===== config.mk =====
export PLATFORM = sky130hd
export DESIGN_NAME = tsr_regbank
export DESIGN_NICKNAME = d
export VERILOG_FILES = /design/src/rtl/tsr_pkg.sv /design/src/rtl/tsr_regbank.sv
export VERILOG_INCLUDE_DIRS = /design/src /design/src/rtl
export SDC_FILE = /design/constraint.sdc
export NUM_CORES = 1
export LEC_CHECK = 0
export ABC_AREA = 1
export ABC_CLOCK_PERIOD_IN_PS = 2400
export BUFFER_PORTS_ARGS = -buffer_cell sky130_fd_sc_hd__buf_2
export CAP_MARGIN = 0
export CORE_ASPECT_RATIO = 2
export CORE_MARGIN = 2
export CORE_UTILIZATION = 45
export DETAILED_ROUTE_END_ITERATION = 10
export GPL_TIMING_DRIVEN = 0
export PLACE_DENSITY = 0.67
export SLEW_MARGIN = 0
export SYNTH_ARGS = -nofsm -noshare
export SYNTH_HDL_FRONTEND = slang
export SYNTH_SLANG_ARGS = --single-unit

===== constraint.sdc =====
create_clock -name CLK_SYS -period 2.4 [get_ports CLK_SYS]
set_clock_uncertainty 0.15 [all_clocks]
set_input_delay 0.36 -clock CLK_SYS [delete_from_list [all_inputs] [get_ports CLK_SYS]]
set_output_delay 0.36 -clock CLK_SYS [all_outputs]
set_load 0.01 [all_outputs]

===== src/rtl/tsr_consts.svh =====
`ifndef TSR_CONSTS_SVH
`define TSR_CONSTS_SVH
// ----------------------------------------
// register pointers
// ----------------------------------------
`define TSR_PTR_TEMP    8'h00
`define TSR_PTR_CONFIG  8'h01
`define TSR_PTR_UPPER   8'h02
`define TSR_PTR_LOWER   8'h03
`define TSR_PTR_UNLOCK  8'h04
`define TSR_PTR_USER_A  8'h05
`define TSR_PTR_USER_B  8'h06
`define TSR_PTR_OFFSET  8'h07
`define TSR_PTR_USER_C  8'h08
`define TSR_PTR_IDENT   8'h0F
// ----------------------------------------
// reset values
// ----------------------------------------
`define TSR_RST_TEMP    16'h8000
`define TSR_RST_CONFIG  16'h0220
`define TSR_RST_UPPER   16'h6000
`define TSR_RST_LOWER   16'h8000
`define TSR_RST_UNLOCK  16'h0000
`define TSR_RST_OFFSET  16'h0000
`define TSR_RST_USER    16'h0000
// arbitrary neutral identity value
`define TSR_IDENT_CODE  16'h5A5A
// ----------------------------------------
// field positions and bus framing
// ----------------------------------------
`define TSR_CFG_READY   13
`define TSR_CFG_HIALRT  15
`define TSR_CFG_LOALRT  14
`define TSR_CFG_BUSY    12
`define TSR_CFG_RO_MASK 16'hF003
`define TSR_TGT_ADDR    7'h48
`define TSR_BIT_LAST    3'h7
`define TSR_RW_BIT      0
`define TSR_PIN_IDLE    1'h1
// unlock word bit that lets a register write reach the cells
`define TSR_UNLOCK_EN   15
`endif


===== src/rtl/tsr_pkg.sv =====
package tsr_pkg;
  typedef enum logic [2:0] {
    ST_IDLE,
    ST_ADDR,
    ST_ADDR_ACK,
    ST_PTR,
    ST_WR_DATA,
    ST_DATA_ACK,
    ST_RD_DATA,
    ST_RD_ACK
  } tsr_state_t;

  // nonvolatile image of the reset defaults
  typedef struct packed {
    logic [15:0] config_word;
    logic [15:0] upper;
    logic [15:0] lower;
    logic [15:0] user_a;
    logic [15:0] user_b;
    logic [15:0] offset;
    logic [15:0] user_c;
  } tsr_nv_t;

  // serial pins as seen by the core
  typedef struct packed {
    logic scl_s;
    logic sda_s;
  } tsr_pins_t;

  typedef struct packed {
    tsr_state_t  state;
    logic [1:0]  scl_sync;
    logic [1:0]  sda_sync;
    tsr_pins_t   prev;
    logic [2:0]  bit_cnt;
    logic [7:0]  shift;
    logic        is_read;
    logic        byte_hi;
    logic [7:0]  pointer;
    logic [15:0] word_out;
    logic [7:0]  data_hi;
    logic        sda_oe;
    logic        sda_out;
    logic        loaded;
    logic [15:0] temp;
    logic [15:0] config_word;
    logic [15:0] upper;
    logic [15:0] lower;
    logic [15:0] unlock;
    logic [15:0] user_a;
    logic [15:0] user_b;
    logic [15:0] offset;
    logic [15:0] user_c;
    logic        nv_write;
    logic [7:0]  nv_ptr;
    logic [15:0] nv_data;
  } tsr_state_all_t;
endpackage


===== src/rtl/tsr_regbank.sv =====
`timescale 1ns/100ps
`include "tsr_consts.svh"
// Notes on behaviour
// - temperature word at pointer 00h is read only; writes never change it
// - result is two's complement, one step equals 7.8125 millidegrees
// - after reset temperature reads 8000h until first full conversion lands
// - upper limit at 02h is read/write, default 6000h
// - lower limit at 03h is read/write, default 8000h
// - config, limits, offset, user words load from nonvolatile cells at reset
// - host-programmed nonvolatile codes become the defaults for later resets
// - pointers 00h-08h and 0Fh decode; 0Fh identity read only, 04h unlock
// - ready flag clears on temperature or config read, sets on new result
// - serial target only: clock input, data in/out, host starts everything
module tsr_regbank (
  // clock and reset
  input  wire logic           CLK_SYS,
  input  wire logic           ARST_N,
  // two-wire serial pins
  input  wire logic           SCL_IN,
  input  wire logic           SDA_IN,
  output logic                SDA_OUT,
  output logic                SDA_OE,
  // conversion engine
  input  wire logic           CONV_VALID,
  input  wire logic [15:0]    CONV_RESULT,
  input  wire logic           HIGH_EVENT,
  input  wire logic           LOW_EVENT,
  input  wire logic           NV_BUSY,
  // nonvolatile image
  input  wire tsr_pkg::tsr_nv_t NV_IMAGE,
  // register views for the core
  output logic [15:0]         CONFIG_WORD,
  output logic [15:0]         UPPER_LIMIT,
  output logic [15:0]         LOWER_LIMIT,
  output logic [15:0]         TEMP_OFFSET,
  output logic [15:0]         NV_UNLOCK,
  output logic                NV_WRITE,
  output logic [7:0]          NV_WRITE_PTR,
  output logic [15:0]         NV_WRITE_DATA
);

  tsr_pkg::tsr_state_all_t r;
  tsr_pkg::tsr_state_all_t next_r;
  logic                    scl_rise;
  logic                    scl_fall;
  logic                    start_cond;
  logic                    stop_cond;
  logic                    wr_strobe;
  logic [15:0]             wr_word;
  logic                    rd_load;
  logic [15:0]             rd_word;
  logic                    byte_end;

  // ----------------------------------------
  // read decode
  // ----------------------------------------
  function automatic logic [15:0] read_mux(input tsr_pkg::tsr_state_all_t s, input logic [7:0] p);
    case (p)
      `TSR_PTR_TEMP:   read_mux = s.temp;
      `TSR_PTR_CONFIG: read_mux = s.config_word;
      `TSR_PTR_UPPER:  read_mux = s.upper;
      `TSR_PTR_LOWER:  read_mux = s.lower;
      `TSR_PTR_UNLOCK: read_mux = s.unlock;
      `TSR_PTR_USER_A: read_mux = s.user_a;
      `TSR_PTR_USER_B: read_mux = s.user_b;
      `TSR_PTR_OFFSET: read_mux = s.offset;
      `TSR_PTR_USER_C: read_mux = s.user_c;
      `TSR_PTR_IDENT:  read_mux = `TSR_IDENT_CODE;
      default:         read_mux = 16'h0000;
    endcase
  endfunction

  function automatic logic [7:0] shift_in(input logic [7:0] s, input logic b);
    shift_in = {s[6:0], b};
  endfunction

  function automatic logic [15:0] merge_config(input logic [15:0] w, input logic [15:0] cur);
    merge_config = (w & ~`TSR_CFG_RO_MASK) | (cur & `TSR_CFG_RO_MASK);
  endfunction

  function automatic logic nv_backed(input logic [7:0] p);
    case (p)
      `TSR_PTR_CONFIG, `TSR_PTR_UPPER, `TSR_PTR_LOWER, `TSR_PTR_USER_A,
      `TSR_PTR_USER_B, `TSR_PTR_OFFSET, `TSR_PTR_USER_C: nv_backed = 1'b1;
      default:                                           nv_backed = 1'b0;
    endcase
  endfunction

  // ----------------------------------------
  // bus condition detection
  // ----------------------------------------
  // target-only pin sampling
  assign scl_rise   = r.scl_sync[1] & ~r.prev.scl_s;
  assign scl_fall   = ~r.scl_sync[1] & r.prev.scl_s;
  assign start_cond = r.scl_sync[1] & r.prev.scl_s & r.prev.sda_s & ~r.sda_sync[1];
  assign stop_cond  = r.scl_sync[1] & r.prev.scl_s & ~r.prev.sda_s & r.sda_sync[1];
  assign byte_end   = scl_rise & (r.bit_cnt == `TSR_BIT_LAST);
  assign rd_word    = read_mux(r, r.pointer);

  // ----------------------------------------
  // next state
  // ----------------------------------------
  always_comb begin
    next_r             = r;
    wr_strobe          = 1'b0;
    rd_load            = 1'b0;
    wr_word            = 16'h0000;
    next_r.nv_write    = 1'b0;
    next_r.scl_sync    = {r.scl_sync[0], SCL_IN};
    next_r.sda_sync    = {r.sda_sync[0], SDA_IN};
    next_r.prev.scl_s  = r.scl_sync[1];
    next_r.prev.sda_s  = r.sda_sync[1];

    if (!r.loaded && !NV_BUSY) begin
      next_r.loaded      = 1'b1;
      next_r.config_word = (NV_IMAGE.config_word & ~`TSR_CFG_RO_MASK);
      next_r.upper       = NV_IMAGE.upper;
      next_r.lower       = NV_IMAGE.lower;
      next_r.user_a      = NV_IMAGE.user_a;
      next_r.user_b      = NV_IMAGE.user_b;
      next_r.offset      = NV_IMAGE.offset;
      next_r.user_c      = NV_IMAGE.user_c;
    end
    next_r.config_word[`TSR_CFG_BUSY] = NV_BUSY | ~r.loaded;

    // ----------------------------------------
    // serial target sequencing
    // ----------------------------------------
    if (scl_rise) begin
      next_r.shift   = shift_in(r.shift, r.sda_sync[1]);
      next_r.bit_cnt = r.bit_cnt + 3'h1;
    end
    if (stop_cond) begin
      next_r.state  = tsr_pkg::ST_IDLE;
      next_r.sda_oe = 1'b0;
    end else if (start_cond) begin
      // start or repeated start reopens the address phase
      next_r.state   = tsr_pkg::ST_ADDR;
      next_r.bit_cnt = 3'h0;
      next_r.sda_oe  = 1'b0;
    end else begin
      case (r.state)
        tsr_pkg::ST_IDLE: begin
          next_r.sda_oe = 1'b0;
        end
        tsr_pkg::ST_ADDR: begin
          if (byte_end) begin
            if (next_r.shift[7:1] == `TSR_TGT_ADDR) begin
              next_r.is_read = next_r.shift[`TSR_RW_BIT];
              next_r.state   = tsr_pkg::ST_ADDR_ACK;
            end else begin
              // another target: keep off the bus until the next start
              next_r.state = tsr_pkg::ST_IDLE;
            end
          end
        end
        tsr_pkg::ST_ADDR_ACK: begin
          if (scl_fall) begin
            if (!r.sda_oe) begin
              // pull data low for the acknowledge slot
              next_r.sda_oe  = 1'b1;
              next_r.sda_out = 1'b0;
            end else if (r.is_read) begin
              // first data bit leaves on this same falling edge
              rd_load         = 1'b1;
              next_r.sda_out  = rd_word[15];
              next_r.word_out = rd_word << 1;
              next_r.bit_cnt  = 3'h0;
              next_r.state    = tsr_pkg::ST_RD_DATA;
            end else begin
              next_r.sda_oe  = 1'b0;
              next_r.bit_cnt = 3'h0;
              next_r.state   = tsr_pkg::ST_PTR;
            end
          end
        end
        tsr_pkg::ST_PTR: begin
          if (byte_end) begin
            next_r.pointer = next_r.shift;
            next_r.byte_hi = 1'b1;
            next_r.state   = tsr_pkg::ST_DATA_ACK;
          end
        end
        tsr_pkg::ST_WR_DATA: begin
          if (byte_end) begin
            next_r.state = tsr_pkg::ST_DATA_ACK;
            if (r.byte_hi) begin
              next_r.data_hi = next_r.shift;
              next_r.byte_hi = 1'b0;
            end else begin
              // whole word in hand: commit, pointer stays put
              wr_strobe      = 1'b1;
              wr_word        = {r.data_hi, next_r.shift};
              next_r.byte_hi = 1'b1;
            end
          end
        end
        tsr_pkg::ST_DATA_ACK: begin
          if (scl_fall) begin
            next_r.sda_oe  = ~r.sda_oe;
            next_r.sda_out = 1'b0;
            if (r.sda_oe) begin
              next_r.bit_cnt = 3'h0;
              next_r.state   = tsr_pkg::ST_WR_DATA;
            end
          end
        end
        tsr_pkg::ST_RD_DATA: begin
          if (scl_fall) begin
            if (r.bit_cnt == 3'h0) begin
              // eight bits out: hand the line to the host
              next_r.sda_oe = 1'b0;
              next_r.state  = tsr_pkg::ST_RD_ACK;
            end else begin
              next_r.sda_out  = r.word_out[15];
              next_r.word_out = r.word_out << 1;
            end
          end
        end
        tsr_pkg::ST_RD_ACK: begin
          if (scl_fall) begin
            if (!r.shift[0]) begin
              next_r.sda_oe   = 1'b1;
              next_r.sda_out  = r.word_out[15];
              next_r.word_out = r.word_out << 1;
              next_r.bit_cnt  = 3'h0;
              next_r.state    = tsr_pkg::ST_RD_DATA;
            end else begin
              // not acknowledged: the read is over
              next_r.state = tsr_pkg::ST_IDLE;
            end
          end
        end
        default: begin
          next_r.state = tsr_pkg::ST_IDLE;
        end
      endcase
    end

    // ----------------------------------------
    // register writes and flags
    // ----------------------------------------
    // host writes land
    if (wr_strobe) begin
      case (r.pointer)
        `TSR_PTR_CONFIG: next_r.config_word = merge_config(wr_word, next_r.config_word);
        `TSR_PTR_UPPER:  next_r.upper       = wr_word;
        `TSR_PTR_LOWER:  next_r.lower       = wr_word;
        `TSR_PTR_UNLOCK: next_r.unlock      = wr_word;
        `TSR_PTR_USER_A: next_r.user_a      = wr_word;
        `TSR_PTR_USER_B: next_r.user_b      = wr_word;
        `TSR_PTR_OFFSET: next_r.offset      = wr_word;
        `TSR_PTR_USER_C: next_r.user_c      = wr_word;
        default: ;
      endcase
    end
    if (wr_strobe && r.unlock[`TSR_UNLOCK_EN] && nv_backed(r.pointer)) begin
      next_r.nv_write = 1'b1;
      next_r.nv_ptr   = r.pointer;
      next_r.nv_data  = wr_word;
    end
    if (rd_load && (r.pointer == `TSR_PTR_TEMP || r.pointer == `TSR_PTR_CONFIG)) begin
      next_r.config_word[`TSR_CFG_READY] = 1'b0;
    end
    if (rd_load && r.pointer == `TSR_PTR_CONFIG) begin
      next_r.config_word[`TSR_CFG_HIALRT] = 1'b0;
      next_r.config_word[`TSR_CFG_LOALRT] = 1'b0;
    end
    if (HIGH_EVENT) begin
      next_r.config_word[`TSR_CFG_HIALRT] = 1'b1;
    end
    if (LOW_EVENT) begin
      next_r.config_word[`TSR_CFG_LOALRT] = 1'b1;
    end
    if (CONV_VALID) begin
      next_r.temp                        = CONV_RESULT;
      next_r.config_word[`TSR_CFG_READY] = 1'b1;
    end
  end

  // ----------------------------------------
  // state register
  // ----------------------------------------
  // reset code for the whole state, temperature included
  localparam tsr_pkg::tsr_state_all_t RST_STATE = '{
    state:       tsr_pkg::ST_IDLE,
    scl_sync:    {2{`TSR_PIN_IDLE}},
    sda_sync:    {2{`TSR_PIN_IDLE}},
    prev:        {2{`TSR_PIN_IDLE}},
    temp:        `TSR_RST_TEMP,
    config_word: `TSR_RST_CONFIG,
    upper:       `TSR_RST_UPPER,
    lower:       `TSR_RST_LOWER,
    unlock:      `TSR_RST_UNLOCK,
    user_a:      `TSR_RST_USER,
    user_b:      `TSR_RST_USER,
    offset:      `TSR_RST_OFFSET,
    user_c:      `TSR_RST_USER,
    default:     '0
  };

  always_ff @(posedge CLK_SYS or negedge ARST_N) begin
    if (!ARST_N) begin
      r <= RST_STATE;
    end else begin
      r <= next_r;
    end
  end

  // ----------------------------------------
  // outputs
  // ----------------------------------------
  assign SDA_OUT       = r.sda_out;
  assign SDA_OE        = r.sda_oe;
  assign CONFIG_WORD   = r.config_word;
  assign UPPER_LIMIT   = r.upper;
  assign LOWER_LIMIT   = r.lower;
  assign TEMP_OFFSET   = r.offset;
  assign NV_UNLOCK     = r.unlock;
  assign NV_WRITE      = r.nv_write;
  assign NV_WRITE_PTR  = r.nv_ptr;
  assign NV_WRITE_DATA = r.nv_data;
endmodule


==> impl_results.md <==
- Vias per inst: ~5.4
- Cell Rows: 84
- Antenna-violating nets left: 0
- Wirelength per Cell: 21.70 um
- Async set-or-reset flop fraction in the synthesized netlist: 100.0%
- Crit share post-route: 96.98%
- Fin util: 58.93%
- CP peak stage delay: 0.56 ns
- Flop pwr share: around two fifths
- Required time of the critical path: 2.69 ns
- Worst skew pair latency: between 0.5 and 0.6 ns
- Worst reg2reg path startpoint: r[218]$_DFF_PN1_
- Sw Share: 31.90%
- Clk pwr share: 37.6%
- Crit path launch type: flip-flop
- Yosys reg bits: 225
- Largest net degree at the start of global routing: 115
- Area Growth Syn to Fin: 28.41%
- Synth top area cells: dfrtp_1 (44%), nand2_1 (12%), o21ai_0 (10%)
- First-pass GRT wire length: between 70 and 80 mm
- Most common cell after layout, fill and taps aside: nand2_1
- Final hold violations: 0
- R2R depth: 8
- N_diodes: 0
- Synth warnings: 0
- Initial DRC count: 942
- Synth Instances: 1567
- Die Span Y: 235.5 um
- First-pass DRT Iterations: 6
- Reg2reg end: r[79]$_DFF_PN0_
- RSZ-0062 raised after global routing: yes
- Total core area: between 20000 and 30000 um^2
- DRC: 0
- CP Max Fanout: 10
- Design Area, Final: 15480 um^2
- CTS tree: done
- Fillers: 2524
- Final WL: between 40 and 50 mm
- Placement Setup Slack: -0.6889 ns
- Synth Flop Type: dfrtp_1
- Starting Density: between 40% and 50%
- Dpl cells: between 2000 and 2500
- Commonest non-fill, non-tap cells in the layout: nand2_1 (375), buf_2 (252), o21ai_0 (236)
- Non-filler cells in the finished layout: ~2300
- Crit path cell chain: inv_1 > nand2_4 > clkbuf_4 > nand2_1 > o21ai_2 > clkinvlp_4 > buf_4 > o21ai_0
- Total grt overflow: 0
- Number of global-route vias before repair: 12430
- Num Clock Sinks: around 230
- Maximum vdd drop: 0.5148 mV
- Port Buffers: approximately 240
- Critical Path AT: 2.62 ns
- Pwr/cell area: 703.0 nW/um^2
- Worst Tran Pin Value: 0.8669 ns
- Cell area after synthesis: 12060 um^2
- CP endpoint kind: flip-flop
- H-tree levels: 1
- Area post-placement: 13700 um^2
- Post-synthesis cell type with the largest combined area: dfrtp_1
- Critical path endpoint: r[79]$_DFF_PN0_
- Horiz. Die Dim: between 100 and 150 um
- Seq/Total Area, Yosys: 46.82%
- Root Buffer: clkbuf_16
- Max cap viols: 0
- Longest Clk Path Bufs: 3
- Mapped Nets: 1706
- Final setup viols: 0
- Synth Area per Inst: between 7 and 8 um^2
- Internal Power: 7.412 mW
- Clock transition at the registers of the reported paths: 0.07 ns
- CP max-delay cell: dfstp_2
- All-Layer GR Usage: about a third
- Slew Limit Fails: 0
- Gpl congestion: 0.9605
- Worst hold path class: input pin to flip-flop
- Vias: about 12000
- Reg-to-reg setup timing slack: 0.07 ns
- Post-synth EDFFs: 0
- Status: completed
- FMAX: ~0.43 GHz
- Overall power: between 10 and 15 mW
- Cell variety after synth: 38
- Die area: 28200 um^2
- Total CTS buffers: 23
- TNS Setup: 0 ns
- Switching power: 3.473 mW
- Initial antenna violation count: 0
- CP Class: flip-flop to flip-flop
- Worst hold slack: 0.006367 ns
- Slew margin rel.: 42.20%
- Top cell type's share of synthesized area: 44.20%
- # nets final: 2032
- Crit path launch: r[218]$_DFF_PN1_
- Minimum clock period: 2.328 ns
- Combinational fraction of design power: 23.4%
- Ratio of cells with drive above 1 in the final layout: between 20% and 30%
- IO Pins: 243
- Fin worst setup slack: ~0.072 ns
- Leak pwr: 8.042 nW
- Hpwl dp: 37.51 mm
## power groups by stage
stage | Combinational (mW) | Sequential [mW] | Clock, mW
4_1_cts | 2.43 | 4.24 | 4.11
2_1_floorplan | 1.39 | 4.26 | 0
5_1_grt | 2.78 | 4.27 | 4.25
3_5_place_dp | 2.28 | 4.30 | 0
6_report | 2.54 | 4.24 | 4.10
3_3_place_gp | 2.27 | 4.30 | 0
## cells by family (layout without fill, tap and decap cells)
logic type | count (synthesis) | after routing | share of synthesized area, %
simple gates | 648 | 648 | 21.94
compound gates | 350 | 350 | 15.55
buf+inv | 324 | 666 | 13.79
flops | 225 | 225 | 46.82
mux | 17 | 17 | 1.588
fa+ha+maj | 3 | 3 | 0.3113
## layer usage
| layer | track usage (%) | part of all wire [%] | up-vias |
|---|---|---|---|
| met5 | 0 | 0 | - |
| met4 | 29.20 | 9.9 | 0 |
| met3 | 3.852 | 5.7 | 191 |
| met2 | 60.88 | 51 | 623 |
| met1 | 35.66 | 34 | 5728 |
| li1 | - | - | 5631 |
## worst max-delay path: cells and delay by family (launching register included)
family | cells | cell delay [ns]
AOI/OAI and AO/OA | 2 | 0.49
buffers and inverters | 4 | 0.78
DFF | 1 | 0.56
and+or+nand+nor | 2 | 0.25
## worst min path at each step
stage | start | end | slack, ns | cells past startpoint
after detailed placement | next_r[222]$_DFF_PN1_ | next_r[218]$_DFF_PN1_ | 0.20 | 0
after floorplan | ARST_N | CONFIG_WORD[0]$_DFF_PN0_ | -0.09 | 0
final | NV_IMAGE[106] | CONFIG_WORD[10]$_DFF_PN0_ | 0.006 | 5
after CTS | NV_IMAGE[18] | TEMP_OFFSET[2]$_DFF_PN0_ | 0.0002 | 3
after global routing | NV_IMAGE[18] | TEMP_OFFSET[2]$_DFF_PN0_ | 0.02 | 3
after global placement | next_r[220]$_DFF_PN1_ | next_r[217]$_DFF_PN1_ | 0.20 | 0
## synthesized netlist by cell type, types with 2 or more instances
library cell	n
inv_1	138
nor3_1	11
o21ai_1	7
dfrtp_1	213
o21a_1	2
nand3b_1	3
a31oi_1	38
a211oi_1	2
a31o_2	3
o21ai_2	11
buf_4	107
buf_2	18
nand3_1	76
ha_1	3
nand2_2	3
clkbuf_1	54
a21oi_1	41
o21ai_0	241
a21boi_0	4
inv_2	2
buf_6	3
nand2_1	385
mux2_2	17
nor2_1	139
nor2_2	5
nand4_1	18
dfstp_2	12
## sequential cells by signal, summed over array words and instances, names as in the netlist
| register | count |
|---|---|
| CONFIG_WORD | 16 |
| LOWER_LIMIT | 16 |
| NV_UNLOCK | 16 |
| NV_WRITE | 1 |
| NV_WRITE_DATA | 16 |
| NV_WRITE_PTR | 8 |
| SDA_OE | 1 |
| SDA_OUT | 1 |
| TEMP_OFFSET | 16 |
| UPPER_LIMIT | 16 |
| next_r | 4 |
| r | 114 |
## layout make-up
cell class              instances  area (um^2)  area share, %
plain buffers                 182         1190          7.685
clock buffers                  32        649.4          4.194
clock inverters                 9        195.2          1.261
inverters                     141        535.5          3.459
multi-input cells            1018         4982          32.18
flip-flops and latches        225         5647          36.47
well taps                     344        430.4          2.780
repair buffers                302         1854          11.98
## timing repair
action                                  4_1_cts  5_1_grt
resized for setup                            41       98
buffers inserted                              2        6
pin swaps                                     0        3
endpoints found under the setup margin      174      133
hold buffers                                 58        0
hold endpoints to repair                    168        0
Note: power is estimated with default switching activity, not from simulation.
